===== src/hdl/ecs_pkg.sv =====
package ecs_pkg;

  // clock and microsecond tick timing
  localparam int ECS_CLK_PERIOD_NS = 50;      // 20 MHz device clock
  localparam int ECS_TICK_NS       = 1000;    // one microsecond
  localparam int ECS_TICK_CYCLES   = ECS_TICK_NS / ECS_CLK_PERIOD_NS;
  localparam int ECS_CNT_W         = 32;      // counter width

  // register byte offsets
  localparam logic [7:0] ECS_OFS_CTRL   = 8'h00; // source and edge selections
  localparam logic [7:0] ECS_OFS_CMD    = 8'h04; // write-only command
  localparam logic [7:0] ECS_OFS_TARGET = 8'h08; // count_target
  localparam logic [7:0] ECS_OFS_VALUE  = 8'h0C; // live counter value
  localparam logic [7:0] ECS_OFS_CAPT   = 8'h10; // value_captured_on_clear
  localparam logic [7:0] ECS_OFS_STATUS = 8'h14; // state code

  // writable bits of the control word, reset values
  localparam logic [31:0] ECS_CTRL_MASK   = 32'h003F_3F3F;
  localparam logic [31:0] ECS_CTRL_RST    = 32'h0000_0000;
  localparam logic [31:0] ECS_TARGET_RST  = 32'h0000_0001;
  localparam int          ECS_CMD_CLR_BIT = 0;
  localparam logic [1:0]  ECS_RESP_OKAY   = 2'h0;
  localparam logic [1:0]  ECS_RESP_SLVERR = 2'h2;

  // event source codes; code 0 means off, or command for the clear selection
  typedef enum logic [3:0] {
    ECS_SRC_OFF       = 4'h0,
    ECS_SRC_ACQ_START = 4'h1,
    ECS_SRC_ACQ_END   = 4'h2,
    ECS_SRC_EXP_START = 4'h3,
    ECS_SRC_EXP_END   = 4'h4,
    ECS_SRC_RO_START  = 4'h5,
    ECS_SRC_RO_END    = 4'h6,
    ECS_SRC_FRAME     = 4'h7,
    ECS_SRC_LINE1     = 4'h8,
    ECS_SRC_LINE2     = 4'h9,
    ECS_SRC_LINE3     = 4'hA,
    ECS_SRC_LINE4     = 4'hB,
    ECS_SRC_ENCODER   = 4'hC,
    ECS_SRC_USEC      = 4'hD,
    ECS_SRC_TIMER1    = 4'hE,
    ECS_SRC_TIMER2    = 4'hF
  } ecs_src_t;

  // line edge qualifier
  typedef enum logic [1:0] {
    ECS_EDGE_RISE = 2'h0,
    ECS_EDGE_FALL = 2'h1,
    ECS_EDGE_ANY  = 2'h2,
    ECS_EDGE_NONE = 2'h3
  } ecs_edge_t;

  // counter state, also read back in the status register
  typedef enum logic [1:0] {
    ECS_ST_IDLE   = 2'h0,
    ECS_ST_WAIT   = 2'h1,
    ECS_ST_ACTIVE = 2'h2,
    ECS_ST_DONE   = 2'h3
  } ecs_state_t;

  // one-cycle event pulses from the acquisition sequencer
  typedef struct packed {
    logic acq_start;
    logic acq_end;
    logic exp_start;
    logic exp_end;
    logic ro_start;
    logic ro_end;
    logic frame_trigger;
  } ecs_seq_ev_t;

  // control word layout
  typedef struct packed {
    logic [9:0] pad3;
    ecs_edge_t  begin_line_edge_select;   // bits 21:20
    ecs_src_t   begin_source_select;      // bits 19:16
    logic [1:0] pad1;
    ecs_edge_t  clear_line_edge_select;   // bits 13:12
    ecs_src_t   clear_source_select;      // bits 11:8
    logic [1:0] pad0;
    ecs_edge_t  count_line_edge_select;   // bits 5:4
    ecs_src_t   count_source_select;      // bits 3:0
  } ecs_ctrl_t;

endpackage : ecs_pkg


===== src/hdl/ecs_line_edge.sv =====
`timescale 1ns/100ps
// two-stage synchroniser plus edge detector per input line
module ecs_line_edge
  import ecs_pkg::*;
#(
  parameter int N = 4
) (
  input  wire logic         clock,
  input  wire logic         rst_n,
  input  wire logic [N-1:0] line_in,
  output logic      [N-1:0] rise,
  output logic      [N-1:0] fall
);

  initial begin
    if (N < 1) $error("ecs_line_edge: N must be at least 1");
  end

  logic [N-1:0] meta_ff;  // first stage, read only by sync_ff
  logic [N-1:0] sync_ff;  // second stage, safe to use
  logic [N-1:0] prev_ff;  // previous synchronised level

  genvar gi;
  generate
    for (gi = 0; gi < N; gi++) begin : g_line
      // synchroniser chain and history
      always_ff @(posedge clock or negedge rst_n) begin
        if (!rst_n) begin
          meta_ff[gi] <= 1'b0;
          sync_ff[gi] <= 1'b0;
          prev_ff[gi] <= 1'b0;
        end else begin
          meta_ff[gi] <= line_in[gi];
          sync_ff[gi] <= meta_ff[gi];
          prev_ff[gi] <= sync_ff[gi];
        end
      end
      // one pulse per transition
      assign rise[gi] = sync_ff[gi] & ~prev_ff[gi];
      assign fall[gi] = ~sync_ff[gi] & prev_ff[gi];
    end
  endgenerate

endmodule : ecs_line_edge


===== src/hdl/ecs_counter.sv =====
`timescale 1ns/100ps
module ecs_counter
  import ecs_pkg::*;
#(
  parameter int CNT_W  = ECS_CNT_W,       // counter width
  parameter int LINE_N = 4                // input lines
) (
  input  wire logic              clock,
  input  wire logic              arst_n,
  // events from the camera logic, same clock
  input  wire ecs_seq_ev_t       seq_ev,
  input  wire logic              encoder_tick,
  input  wire logic              timer_one_done,
  input  wire logic              timer_two_done,
  // asynchronous input lines
  input  wire logic [LINE_N-1:0] line_in,
  output logic                   count_done_event,
  // axi4-lite slave
  input  wire logic [7:0]        s_axi_awaddr,
  input  wire logic              s_axi_awvalid,
  output logic                   s_axi_awready,
  input  wire logic [31:0]       s_axi_wdata,
  input  wire logic [3:0]        s_axi_wstrb,
  input  wire logic              s_axi_wvalid,
  output logic                   s_axi_wready,
  output logic [1:0]             s_axi_bresp,
  output logic                   s_axi_bvalid,
  input  wire logic              s_axi_bready,
  input  wire logic [7:0]        s_axi_araddr,
  input  wire logic              s_axi_arvalid,
  output logic                   s_axi_arready,
  output logic [31:0]            s_axi_rdata,
  output logic [1:0]             s_axi_rresp,
  output logic                   s_axi_rvalid,
  input  wire logic              s_axi_rready
);

  initial begin
    if (CNT_W < 2 || CNT_W > 32) $error("ecs_counter: CNT_W must be 2..32");
    if (LINE_N != 4) $error("ecs_counter: source codes serve exactly four lines");
  end

  //////////////////////////////////////////////////////////////////////////////
  // functions

  // pick edges of each line by qualifier
  function automatic logic [LINE_N-1:0] line_qual(input logic [LINE_N-1:0] r,
                                                  input logic [LINE_N-1:0] f,
                                                  input ecs_edge_t         e);
    case (e)
      ECS_EDGE_RISE: line_qual = r;
      ECS_EDGE_FALL: line_qual = f;
      ECS_EDGE_ANY:  line_qual = r | f;
      default:       line_qual = '0;
    endcase
  endfunction : line_qual

  // event vector indexed by source code; bit 0 left for off or command
  function automatic logic [15:0] ev_vec(input ecs_seq_ev_t       s,
                                         input logic [LINE_N-1:0] ln,
                                         input logic              enc,
                                         input logic              us,
                                         input logic              t1,
                                         input logic              t2);
    ev_vec = {t2, t1, us, enc, ln, s.frame_trigger, s.ro_end, s.ro_start,
              s.exp_end, s.exp_start, s.acq_end, s.acq_start, 1'b0};
  endfunction : ev_vec

  // byte-lane merge for a write
  function automatic logic [31:0] lane_merge(input logic [31:0] old_v,
                                             input logic [31:0] new_v,
                                             input logic [3:0]  strb);
    for (int b = 0; b < 4; b++) begin
      lane_merge[b*8 +: 8] = strb[b] ? new_v[b*8 +: 8] : old_v[b*8 +: 8];
    end
  endfunction : lane_merge

  //////////////////////////////////////////////////////////////////////////////
  // reset release

  logic       rst_meta_ff;        // first stage of reset release
  logic       rst_n;              // synchronised reset

  // async assert, two-stage release
  always_ff @(posedge clock or negedge arst_n) begin
    if (!arst_n) begin
      rst_meta_ff <= 1'b0;
      rst_n       <= 1'b0;
    end else begin
      rst_meta_ff <= 1'b1;
      rst_n       <= rst_meta_ff;
    end
  end

  //////////////////////////////////////////////////////////////////////////////
  // registers and state

  ecs_ctrl_t               ctrl_ff;        // selections
  logic      [CNT_W-1:0]   target_ff;      // count_target
  logic      [CNT_W-1:0]   cnt_ff;         // live count
  logic      [CNT_W-1:0]   capt_ff;        // value_captured_on_clear
  logic                    cmd_clear_ff;   // one-cycle clear command
  logic                    done_ff;        // count_done_event pulse
  ecs_state_t              state_ff;
  ecs_state_t              nxt_state;
  logic      [CNT_W-1:0]   nxt_cnt;
  logic      [4:0]         us_div_ff;      // microsecond divider
  logic                    us_tick;        // microsecond_tick enable

  //////////////////////////////////////////////////////////////////////////////
  // input lines and microsecond tick

  logic [LINE_N-1:0] line_rise;
  logic [LINE_N-1:0] line_fall;

  ecs_line_edge #(
    .N       (LINE_N)
  ) u_line_edge (
    .clock   (clock),
    .rst_n   (rst_n),
    .line_in (line_in),
    .rise    (line_rise),
    .fall    (line_fall)
  );

  localparam logic [4:0] US_LAST = 5'(ECS_TICK_CYCLES - 1);

  // divider free-runs so the tick is available whenever selected
  always_ff @(posedge clock or negedge rst_n) begin
    if (!rst_n) begin
      us_div_ff <= '0;
    end else begin
      us_div_ff <= us_tick ? '0 : us_div_ff + 5'h01;
    end
  end
  assign us_tick = (us_div_ff == US_LAST);

  //////////////////////////////////////////////////////////////////////////////
  // source selection

  wire [15:0] count_vec;   // increment candidates
  wire [15:0] clear_vec;   // clear candidates
  wire [15:0] begin_vec;   // start candidates
  wire        inc_hit;
  wire        clr_hit;
  wire        beg_hit;
  wire        begin_off;

  // line edges qualified per selection, sequencer events straight through
  assign count_vec = ev_vec(seq_ev,
                            line_qual(line_rise, line_fall, ctrl_ff.count_line_edge_select),
                            encoder_tick, us_tick, timer_one_done, timer_two_done);
  // encoder and microsecond tick are not clear or start sources
  assign clear_vec = ev_vec(seq_ev,
                            line_qual(line_rise, line_fall, ctrl_ff.clear_line_edge_select),
                            1'b0, 1'b0, timer_one_done, timer_two_done)
                     | {15'h0000, cmd_clear_ff};
  assign begin_vec = ev_vec(seq_ev,
                            line_qual(line_rise, line_fall, ctrl_ff.begin_line_edge_select),
                            1'b0, 1'b0, timer_one_done, timer_two_done);

  // off code selects bit 0, which is always low for counting
  assign inc_hit   = count_vec[ctrl_ff.count_source_select];
  // command only counts when the clear selection is the command code
  assign clr_hit   = clear_vec[ctrl_ff.clear_source_select];
  assign beg_hit   = begin_vec[ctrl_ff.begin_source_select];
  assign begin_off = (ctrl_ff.begin_source_select == ECS_SRC_OFF);

  //////////////////////////////////////////////////////////////////////////////
  // counter state machine

  wire [CNT_W-1:0] cnt_inc = cnt_ff + CNT_W'(1);
  wire             reach   = (cnt_inc >= target_ff);

  // clear wins over start and increment in the same cycle
  always_comb begin
    nxt_state = state_ff;
    nxt_cnt   = cnt_ff;
    if (clr_hit) begin
      nxt_cnt   = '0;
      nxt_state = begin_off ? ECS_ST_IDLE : ECS_ST_WAIT;
    end else begin
      case (state_ff)
        ECS_ST_IDLE: begin
          if (!begin_off) nxt_state = ECS_ST_WAIT;
        end
        ECS_ST_WAIT: begin
          if (begin_off) begin
            nxt_state = ECS_ST_IDLE;
          end else if (beg_hit) begin
            nxt_cnt   = '0;
            nxt_state = ECS_ST_ACTIVE;
          end
        end
        ECS_ST_ACTIVE: begin
          if (inc_hit) begin
            nxt_cnt = cnt_inc;
            if (reach) nxt_state = ECS_ST_DONE;
          end
        end
        // holds the final count until the next clear
        ECS_ST_DONE: nxt_state = ECS_ST_DONE;
        default:     nxt_state = ECS_ST_IDLE;
      endcase
    end
  end

  // state, count, capture and done pulse
  always_ff @(posedge clock or negedge rst_n) begin
    if (!rst_n) begin
      state_ff <= ECS_ST_IDLE;
      cnt_ff   <= '0;
      capt_ff  <= '0;
      done_ff  <= 1'b0;
    end else begin
      state_ff <= nxt_state;
      cnt_ff   <= nxt_cnt;
      if (clr_hit) capt_ff <= cnt_ff;
      done_ff  <= (state_ff == ECS_ST_ACTIVE) && (nxt_state == ECS_ST_DONE);
    end
  end

  assign count_done_event = done_ff;

  //////////////////////////////////////////////////////////////////////////////
  // axi4-lite write side

  logic [7:0]  aw_addr_ff;   // captured write address
  logic        aw_got_ff;
  logic [31:0] w_data_ff;    // captured write data
  logic [3:0]  w_strb_ff;
  logic        w_got_ff;
  logic        bvalid_ff;
  logic [1:0]  bresp_ff;

  wire do_write = aw_got_ff && w_got_ff && !bvalid_ff;
  wire wr_ctrl  = (aw_addr_ff == ECS_OFS_CTRL);
  wire wr_cmd   = (aw_addr_ff == ECS_OFS_CMD);
  wire wr_tgt   = (aw_addr_ff == ECS_OFS_TARGET);
  // read-only words accept no write and answer an error
  wire wr_ok    = wr_ctrl || wr_cmd || wr_tgt;

  assign s_axi_awready = !aw_got_ff && !bvalid_ff;
  assign s_axi_wready  = !w_got_ff && !bvalid_ff;
  assign s_axi_bvalid  = bvalid_ff;
  assign s_axi_bresp   = bresp_ff;

  // address and data taken in either order, answered once both are in
  always_ff @(posedge clock or negedge rst_n) begin
    if (!rst_n) begin
      aw_addr_ff <= '0;
      aw_got_ff  <= 1'b0;
      w_data_ff  <= '0;
      w_strb_ff  <= '0;
      w_got_ff   <= 1'b0;
      bvalid_ff  <= 1'b0;
      bresp_ff   <= ECS_RESP_OKAY;
    end else begin
      if (s_axi_awvalid && s_axi_awready) begin
        aw_addr_ff <= {s_axi_awaddr[7:2], 2'b00};
        aw_got_ff  <= 1'b1;
      end
      if (s_axi_wvalid && s_axi_wready) begin
        w_data_ff <= s_axi_wdata;
        w_strb_ff <= s_axi_wstrb;
        w_got_ff  <= 1'b1;
      end
      if (do_write) begin
        aw_got_ff <= 1'b0;
        w_got_ff  <= 1'b0;
        bvalid_ff <= 1'b1;
        bresp_ff  <= wr_ok ? ECS_RESP_OKAY : ECS_RESP_SLVERR;
      end else if (bvalid_ff && s_axi_bready) begin
        bvalid_ff <= 1'b0;
      end
    end
  end

  // software-written registers; command bit is a self-clearing pulse
  always_ff @(posedge clock or negedge rst_n) begin
    if (!rst_n) begin
      ctrl_ff      <= ecs_ctrl_t'(ECS_CTRL_RST);
      target_ff    <= CNT_W'(ECS_TARGET_RST);
      cmd_clear_ff <= 1'b0;
    end else begin
      cmd_clear_ff <= do_write && wr_cmd && w_strb_ff[0] && w_data_ff[ECS_CMD_CLR_BIT];
      if (do_write && wr_ctrl) begin
        ctrl_ff <= ecs_ctrl_t'(lane_merge(32'(ctrl_ff), w_data_ff, w_strb_ff) & ECS_CTRL_MASK);
      end
      if (do_write && wr_tgt) begin
        target_ff <= CNT_W'(lane_merge(32'(target_ff), w_data_ff, w_strb_ff));
      end
    end
  end

  //////////////////////////////////////////////////////////////////////////////
  // axi4-lite read side

  logic [31:0] rdata_ff;
  logic [1:0]  rresp_ff;
  logic        rvalid_ff;
  logic [31:0] rd_word;
  logic        rd_ok;

  wire [7:0] rd_addr = {s_axi_araddr[7:2], 2'b00};

  // read decode; command word reads as zero
  always_comb begin
    rd_word = 32'h0000_0000;
    rd_ok   = 1'b1;
    case (rd_addr)
      ECS_OFS_CTRL:   rd_word = 32'(ctrl_ff);
      ECS_OFS_CMD:    rd_word = 32'h0000_0000;
      ECS_OFS_TARGET: rd_word = 32'(target_ff);
      ECS_OFS_VALUE:  rd_word = 32'(cnt_ff);
      ECS_OFS_CAPT:   rd_word = 32'(capt_ff);
      ECS_OFS_STATUS: rd_word = 32'(state_ff);
      default:        rd_ok   = 1'b0;
    endcase
  end

  assign s_axi_arready = !rvalid_ff;
  assign s_axi_rvalid  = rvalid_ff;
  assign s_axi_rdata   = rdata_ff;
  assign s_axi_rresp   = rresp_ff;

  // one read in flight; data held until taken
  always_ff @(posedge clock or negedge rst_n) begin
    if (!rst_n) begin
      rdata_ff  <= '0;
      rresp_ff  <= ECS_RESP_OKAY;
      rvalid_ff <= 1'b0;
    end else if (s_axi_arvalid && s_axi_arready) begin
      rdata_ff  <= rd_word;
      rresp_ff  <= rd_ok ? ECS_RESP_OKAY : ECS_RESP_SLVERR;
      rvalid_ff <= 1'b1;
    end else if (rvalid_ff && s_axi_rready) begin
      rvalid_ff <= 1'b0;
    end
  end

endmodule : ecs_counter


===== config.mk =====
export PLATFORM = sky130hd
export DESIGN_NAME = ecs_counter
export DESIGN_NICKNAME = d
export VERILOG_FILES = /design/src/hdl/ecs_pkg.sv /design/src/hdl/ecs_line_edge.sv /design/src/hdl/ecs_counter.sv
export SDC_FILE = /design/constraint.sdc
export NUM_CORES = 1
export LEC_CHECK = 0
export ABC_AREA = 1
export BUFFER_PORTS_ARGS = -buffer_cell sky130_fd_sc_hd__buf_2
export CORE_MARGIN = 4
export CORE_UTILIZATION = 60
export DETAILED_ROUTE_END_ITERATION = 10
export GPL_TIMING_DRIVEN = 0
export PLACE_DENSITY = 0.81
export SLEW_MARGIN = 20
export SYNTH_ARGS = -nofsm -noshare
export SYNTH_HDL_FRONTEND = slang
export SYNTH_SLANG_ARGS = --single-unit
export TNS_END_PERCENT = 50

===== constraint.sdc =====
create_clock -name clock -period 8.44 [get_ports clock]
set_clock_uncertainty 0.2 [all_clocks]
set_input_delay 1.266 -clock clock [delete_from_list [all_inputs] [get_ports clock]]
set_output_delay 1.266 -clock clock [all_outputs]
set_load 0.01 [all_outputs]

==> insert_results.sql <==
INSERT INTO impl_metrics (metric_group, metric, value, unit) VALUES
('synth', 'ys_warn_count', '0', ''),
('route', 'finalWirelength', '33.0', 'mm'),
('setup_path', 'worstSetupEndpointType', 'flop', ''),
('synth', 'post_synth_and_or_nand_nor_area_fraction', '22.1', '%'),
('clock_network', 'tritoncts', 'built', ''),
('global_routing', 'global_route_wire_length_before_repair', '53.0', 'mm'),
('die', 'core-area', '0.0187', 'mm²'),
('setup_path', 'critical_path_start_type', 'flop', ''),
('synth', 'syn_area', '0.0114', 'mm²'),
('cells_and_area', 'final_nets', '1636', ''),
('clock_network', 'cts-buffers-inserted', '23', ''),
('timing', 'grt_setup_unrepaired', 'no', ''),
('synth', 'synth-edff-count', '0', ''),
('clock_network', 'clockRootBuffer', 'sky130_fd_sc_hd__clkbuf_16', ''),
('synth', 'synth_largest_type_area_fraction', '47.5', '%'),
('route', 'routed_wirelength_normalized_by_instance_count', '18.6', 'µm'),
('die', 'placement_rows', '50', ''),
('power_and_ir_drop', 'power.density', '296', 'mW/mm²'),
('route', 'viasPerCell', '5.73', ''),
('die', 'chipHeight', '146', 'µm'),
('cells_and_area', 'final_core_utilization', '69.8', '%'),
('global_routing', 'grt_remaining_overflow', '0', ''),
('timing', 'maxSlewHeadroom', '47.1', '%'),
('clock_network', 'cts_setup_buffers', '0', ''),
('power_and_ir_drop', 'p_leak', '6.61', 'nW'),
('timing', 'fin_worst_setup_slack', '4.53', 'ns'),
('synth', 'synth_area_in_xor_xnor', '2.54', '%'),
('route', 'detailroute.via_count', '10200', ''),
('synth', 'synth.area.top_cells', 'sky130_fd_sc_hd__dfrtp_1 47%, sky130_fd_sc_hd__nand2_1 10%, sky130_fd_sc_hd__inv_1 5.8%', ''),
('global_routing', 'grt_max_degree', '61', ''),
('cells_and_area', 'diodes', '0', ''),
('synth', 'post-synth-top-count-cell', 'sky130_fd_sc_hd__nand2_1', ''),
('place', 'port_buffer_cells', '108', ''),
('cells_and_area', 'finalInstanceArea', '0.0131', 'mm²'),
('synth', 'post_synth_fa_ha_maj_area_fraction', '4.62', '%'),
('setup_path', 'critical_path_peak_fanout', '7', ''),
('place', 'placedInstanceArea', '0.0123', 'mm²'),
('route', 'detail-route-antenna-nets', '0', ''),
('global_routing', 'grt_use_total', '31.2', '%'),
('synth', 'ys.flop_type', 'sky130_fd_sc_hd__dfrtp_1', ''),
('clock_network', 'cts.reportedPaths.clkPinSlew', '0.06', 'ns'),
('synth', 'synth_compound_gate_area_share', '12.8', '%'),
('timing', 'max_freq', '0.256', 'GHz'),
('die', 'start_util', '60.9', '%'),
('synth', 'synth.mux.area_fraction', '0.791', '%'),
('synth', 'post_synth_num_cell_types', '40', ''),
('clock_network', 'postCtsHoldBufs', '0', ''),
('synth', 'synthesis.area_per_instance', '8.23', 'µm²'),
('die', 'die_wd', '146', 'µm'),
('clock_network', 'clock-sinks', '217', ''),
('timing', 'worst_slew_pin_slew', '0.787', 'ns'),
('timing', 'final_min_period_over_clock_period', '46.3', '%'),
('place', 'post-dp-hpwl', '25.7', 'mm'),
('flow_run', 'max_cap_viol_count', '0', ''),
('setup_path', 'cp_data_required_time', '8.67', 'ns'),
('synth', 'synthDominantAreaCellType', 'sky130_fd_sc_hd__dfrtp_1', ''),
('status', 'status', 'finished, final reports clean', ''),
('power_and_ir_drop', 'vdd.ir_drop.worst', '0.000208', 'V'),
('timing', 'period_minus_slack', '3.91', 'ns'),
('worst_hold_path', 'worstHoldPathType', 'flop to async pin', ''),
('place', 'place_ws', '4.64', 'ns'),
('die', 'design.die.area', '0.0212', 'mm²'),
('timing', 'fin_worst_hold_slack', '0.0984', 'ns'),
('global_routing', 'first_global_vias', '9856', ''),
('setup_path', 'critical_path_type', 'flop to flop', ''),
('place', 'finalWeightedCongestion', '1.06', ''),
('timing', 'finalSetupViolations', '0', ''),
('synth', 'synth.top_cells.by_count', '308 x sky130_fd_sc_hd__nand2_1, 216 x sky130_fd_sc_hd__dfrtp_1, 175 x sky130_fd_sc_hd__inv_1', ''),
('global_routing', 'antenna_found_initial', '0', ''),
('clock_network', 'ctsResizeCount', '0', ''),
('synth', 'yosysSeqAreaShare', '47.7', '%');
-- sequential cells by signal, summed over array words and instances (netlist names), 2 cells and up --
| signal | count |
|---|---|
| capt_ff | 32 |
| cnt_ff | 32 |
| s_axi_rdata | 32 |
| target_ff | 32 |
| w_data_ff | 32 |
| ctrl_ff | 18 |
| aw_addr_ff | 6 |
| us_div_ff | 5 |
| u_line_edge.meta_ff | 4 |
| u_line_edge.prev_ff | 4 |
| u_line_edge.sync_ff | 4 |
| w_strb_ff | 4 |
| state_ff | 2 |
-- worst max-delay path: stages (launching register included) --
cell,delay [ns]
sky130_fd_sc_hd__dfrtp_1,0.55
sky130_fd_sc_hd__ha_1,0.34
sky130_fd_sc_hd__nand2_1,0.08
sky130_fd_sc_hd__nor2_1,0.32
sky130_fd_sc_hd__nand2_1,0.25
sky130_fd_sc_hd__nor4_2,0.42
sky130_fd_sc_hd__xor2_1,0.20
sky130_fd_sc_hd__inv_1,0.08
sky130_fd_sc_hd__ha_1,0.27
sky130_fd_sc_hd__nand2_1,0.05
sky130_fd_sc_hd__inv_1,0.05
sky130_fd_sc_hd__nand4_1,0.16
sky130_fd_sc_hd__nor2_1,0.28
sky130_fd_sc_hd__nand4_1,0.14
sky130_fd_sc_hd__nand3_1,0.14
sky130_fd_sc_hd__nand2_1,0.06
sky130_fd_sc_hd__nand3_1,0.07
sky130_fd_sc_hd__nand2_1,0.07
sky130_fd_sc_hd__nor2_1,0.10
-- kinds of logic after synthesis --
group	count (synthesis)
other	2
buffers and inverters	241
xor gates and xnor gates	33
and+or+nand+nor	579
DFF	217
muxes	8
AOI/OAI and AO/OA	261
adders and majority gates	42
-- area by class of cell --
| class | count | area, µm² |
|---|---|---|
| Multi-Input combinational cell | 926 | 4890 |
| Buffer | 55 | 362 |
| Sequential cell | 217 | 5440 |
| Inverter | 186 | 701 |
| Timing Repair Buffer | 112 | 636 |
| Clock buffer | 34 | 657 |
| Fill cell | 1549 | 5650 |
| Tap cell | 234 | 293 |
| Clock inverter | 7 | 80.1 |
-- layout by cell type (no fill, tap or decap), types with 4 or more instances in the layout --
cell type                   Yosys  routed
sky130_fd_sc_hd__a21oi_1       78      78
sky130_fd_sc_hd__a221oi_1      21      21
sky130_fd_sc_hd__a22oi_1        4       4
sky130_fd_sc_hd__buf_2         10     118
sky130_fd_sc_hd__buf_4          6       6
sky130_fd_sc_hd__buf_6         16      16
sky130_fd_sc_hd__clkbuf_1      22      29
sky130_fd_sc_hd__clkbuf_16      0      23
sky130_fd_sc_hd__clkbuf_8       0       4
sky130_fd_sc_hd__dfrtp_1      216     215
sky130_fd_sc_hd__ha_1          42      42
sky130_fd_sc_hd__inv_1        175     175
sky130_fd_sc_hd__inv_2         10      10
sky130_fd_sc_hd__mux2_2         8       8
sky130_fd_sc_hd__nand2_1      308     308
sky130_fd_sc_hd__nand2_2        4       4
sky130_fd_sc_hd__nand3_1      108     108
sky130_fd_sc_hd__nand3_2        9       9
sky130_fd_sc_hd__nand4_1       19      19
sky130_fd_sc_hd__nor2_1        99      99
sky130_fd_sc_hd__nor2_2         4       4
sky130_fd_sc_hd__nor3_1        15      15
sky130_fd_sc_hd__nor4_1         7       7
sky130_fd_sc_hd__o21ai_0      121     121
sky130_fd_sc_hd__o21ai_1       12      12
sky130_fd_sc_hd__o21ai_2       10      10
sky130_fd_sc_hd__o22ai_1        7       7
sky130_fd_sc_hd__xor2_1        31      31
-- where the power goes --
part           switching, mW  internal, mW  leakage, nW
Combinational          0.921         0.451         3.56
Clock                  0.412         0.573        0.354
Sequential             0.225          1.28         2.70
Total                   1.56          2.30         6.61
-- worst paths after layout --
| path | start | endpoint | slack, ns | depth (start not counted) |
|---|---|---|---|---|
| setup / recovery | cnt_ff[0]$_DFFE_PN0P_ | count_done_event$_DFF_PN0_ | 4.53 | 18 |
| max in group asynchronous | rst_n$_DFF_PN0_ | target_ff[0]$_DFFE_PN1P_ | 6.99 | 2 |
| setup reg to reg | cnt_ff[0]$_DFFE_PN0P_ | count_done_event$_DFF_PN0_ | 4.53 | 18 |
| hold reg to reg | rst_n$_DFF_PN0_ | w_data_ff[26]$_DFFE_PN0P_ | 0.1 | 0 |
| hold / removal | rst_n$_DFF_PN0_ | w_data_ff[26]$_DFFE_PN0P_ | 0.1 | 0 |
| min in group clock | u_line_edge.meta_ff[2]$_DFF_PN0_ | u_line_edge.sync_ff[2]$_DFF_PN0_ | 0.15 | 0 |
-- metal layers --
layer  GRT usage, %  vias up  part of all wire (%)
li1               -     4804                     -
met1           44.1     4773                    43
met2           48.7      487                    45
met3           5.23       88                   8.6
met4           11.7        0                   3.8
met5              0        -                     0
-- per-stage QoR --
step / std cells / TNS (ns) / power, mW
after global placement: 1726 / -101.04 / 2.80
after global routing: 1771 / 0 / 4.07
after floorplan: 1384 / 0 / 2.37
after detailed placement: 1730 / 0 / 2.85
after CTS: 1771 / 0 / 3.84
final: 1771 / 0 / 3.86
Power figures use the tool's default switching activity.
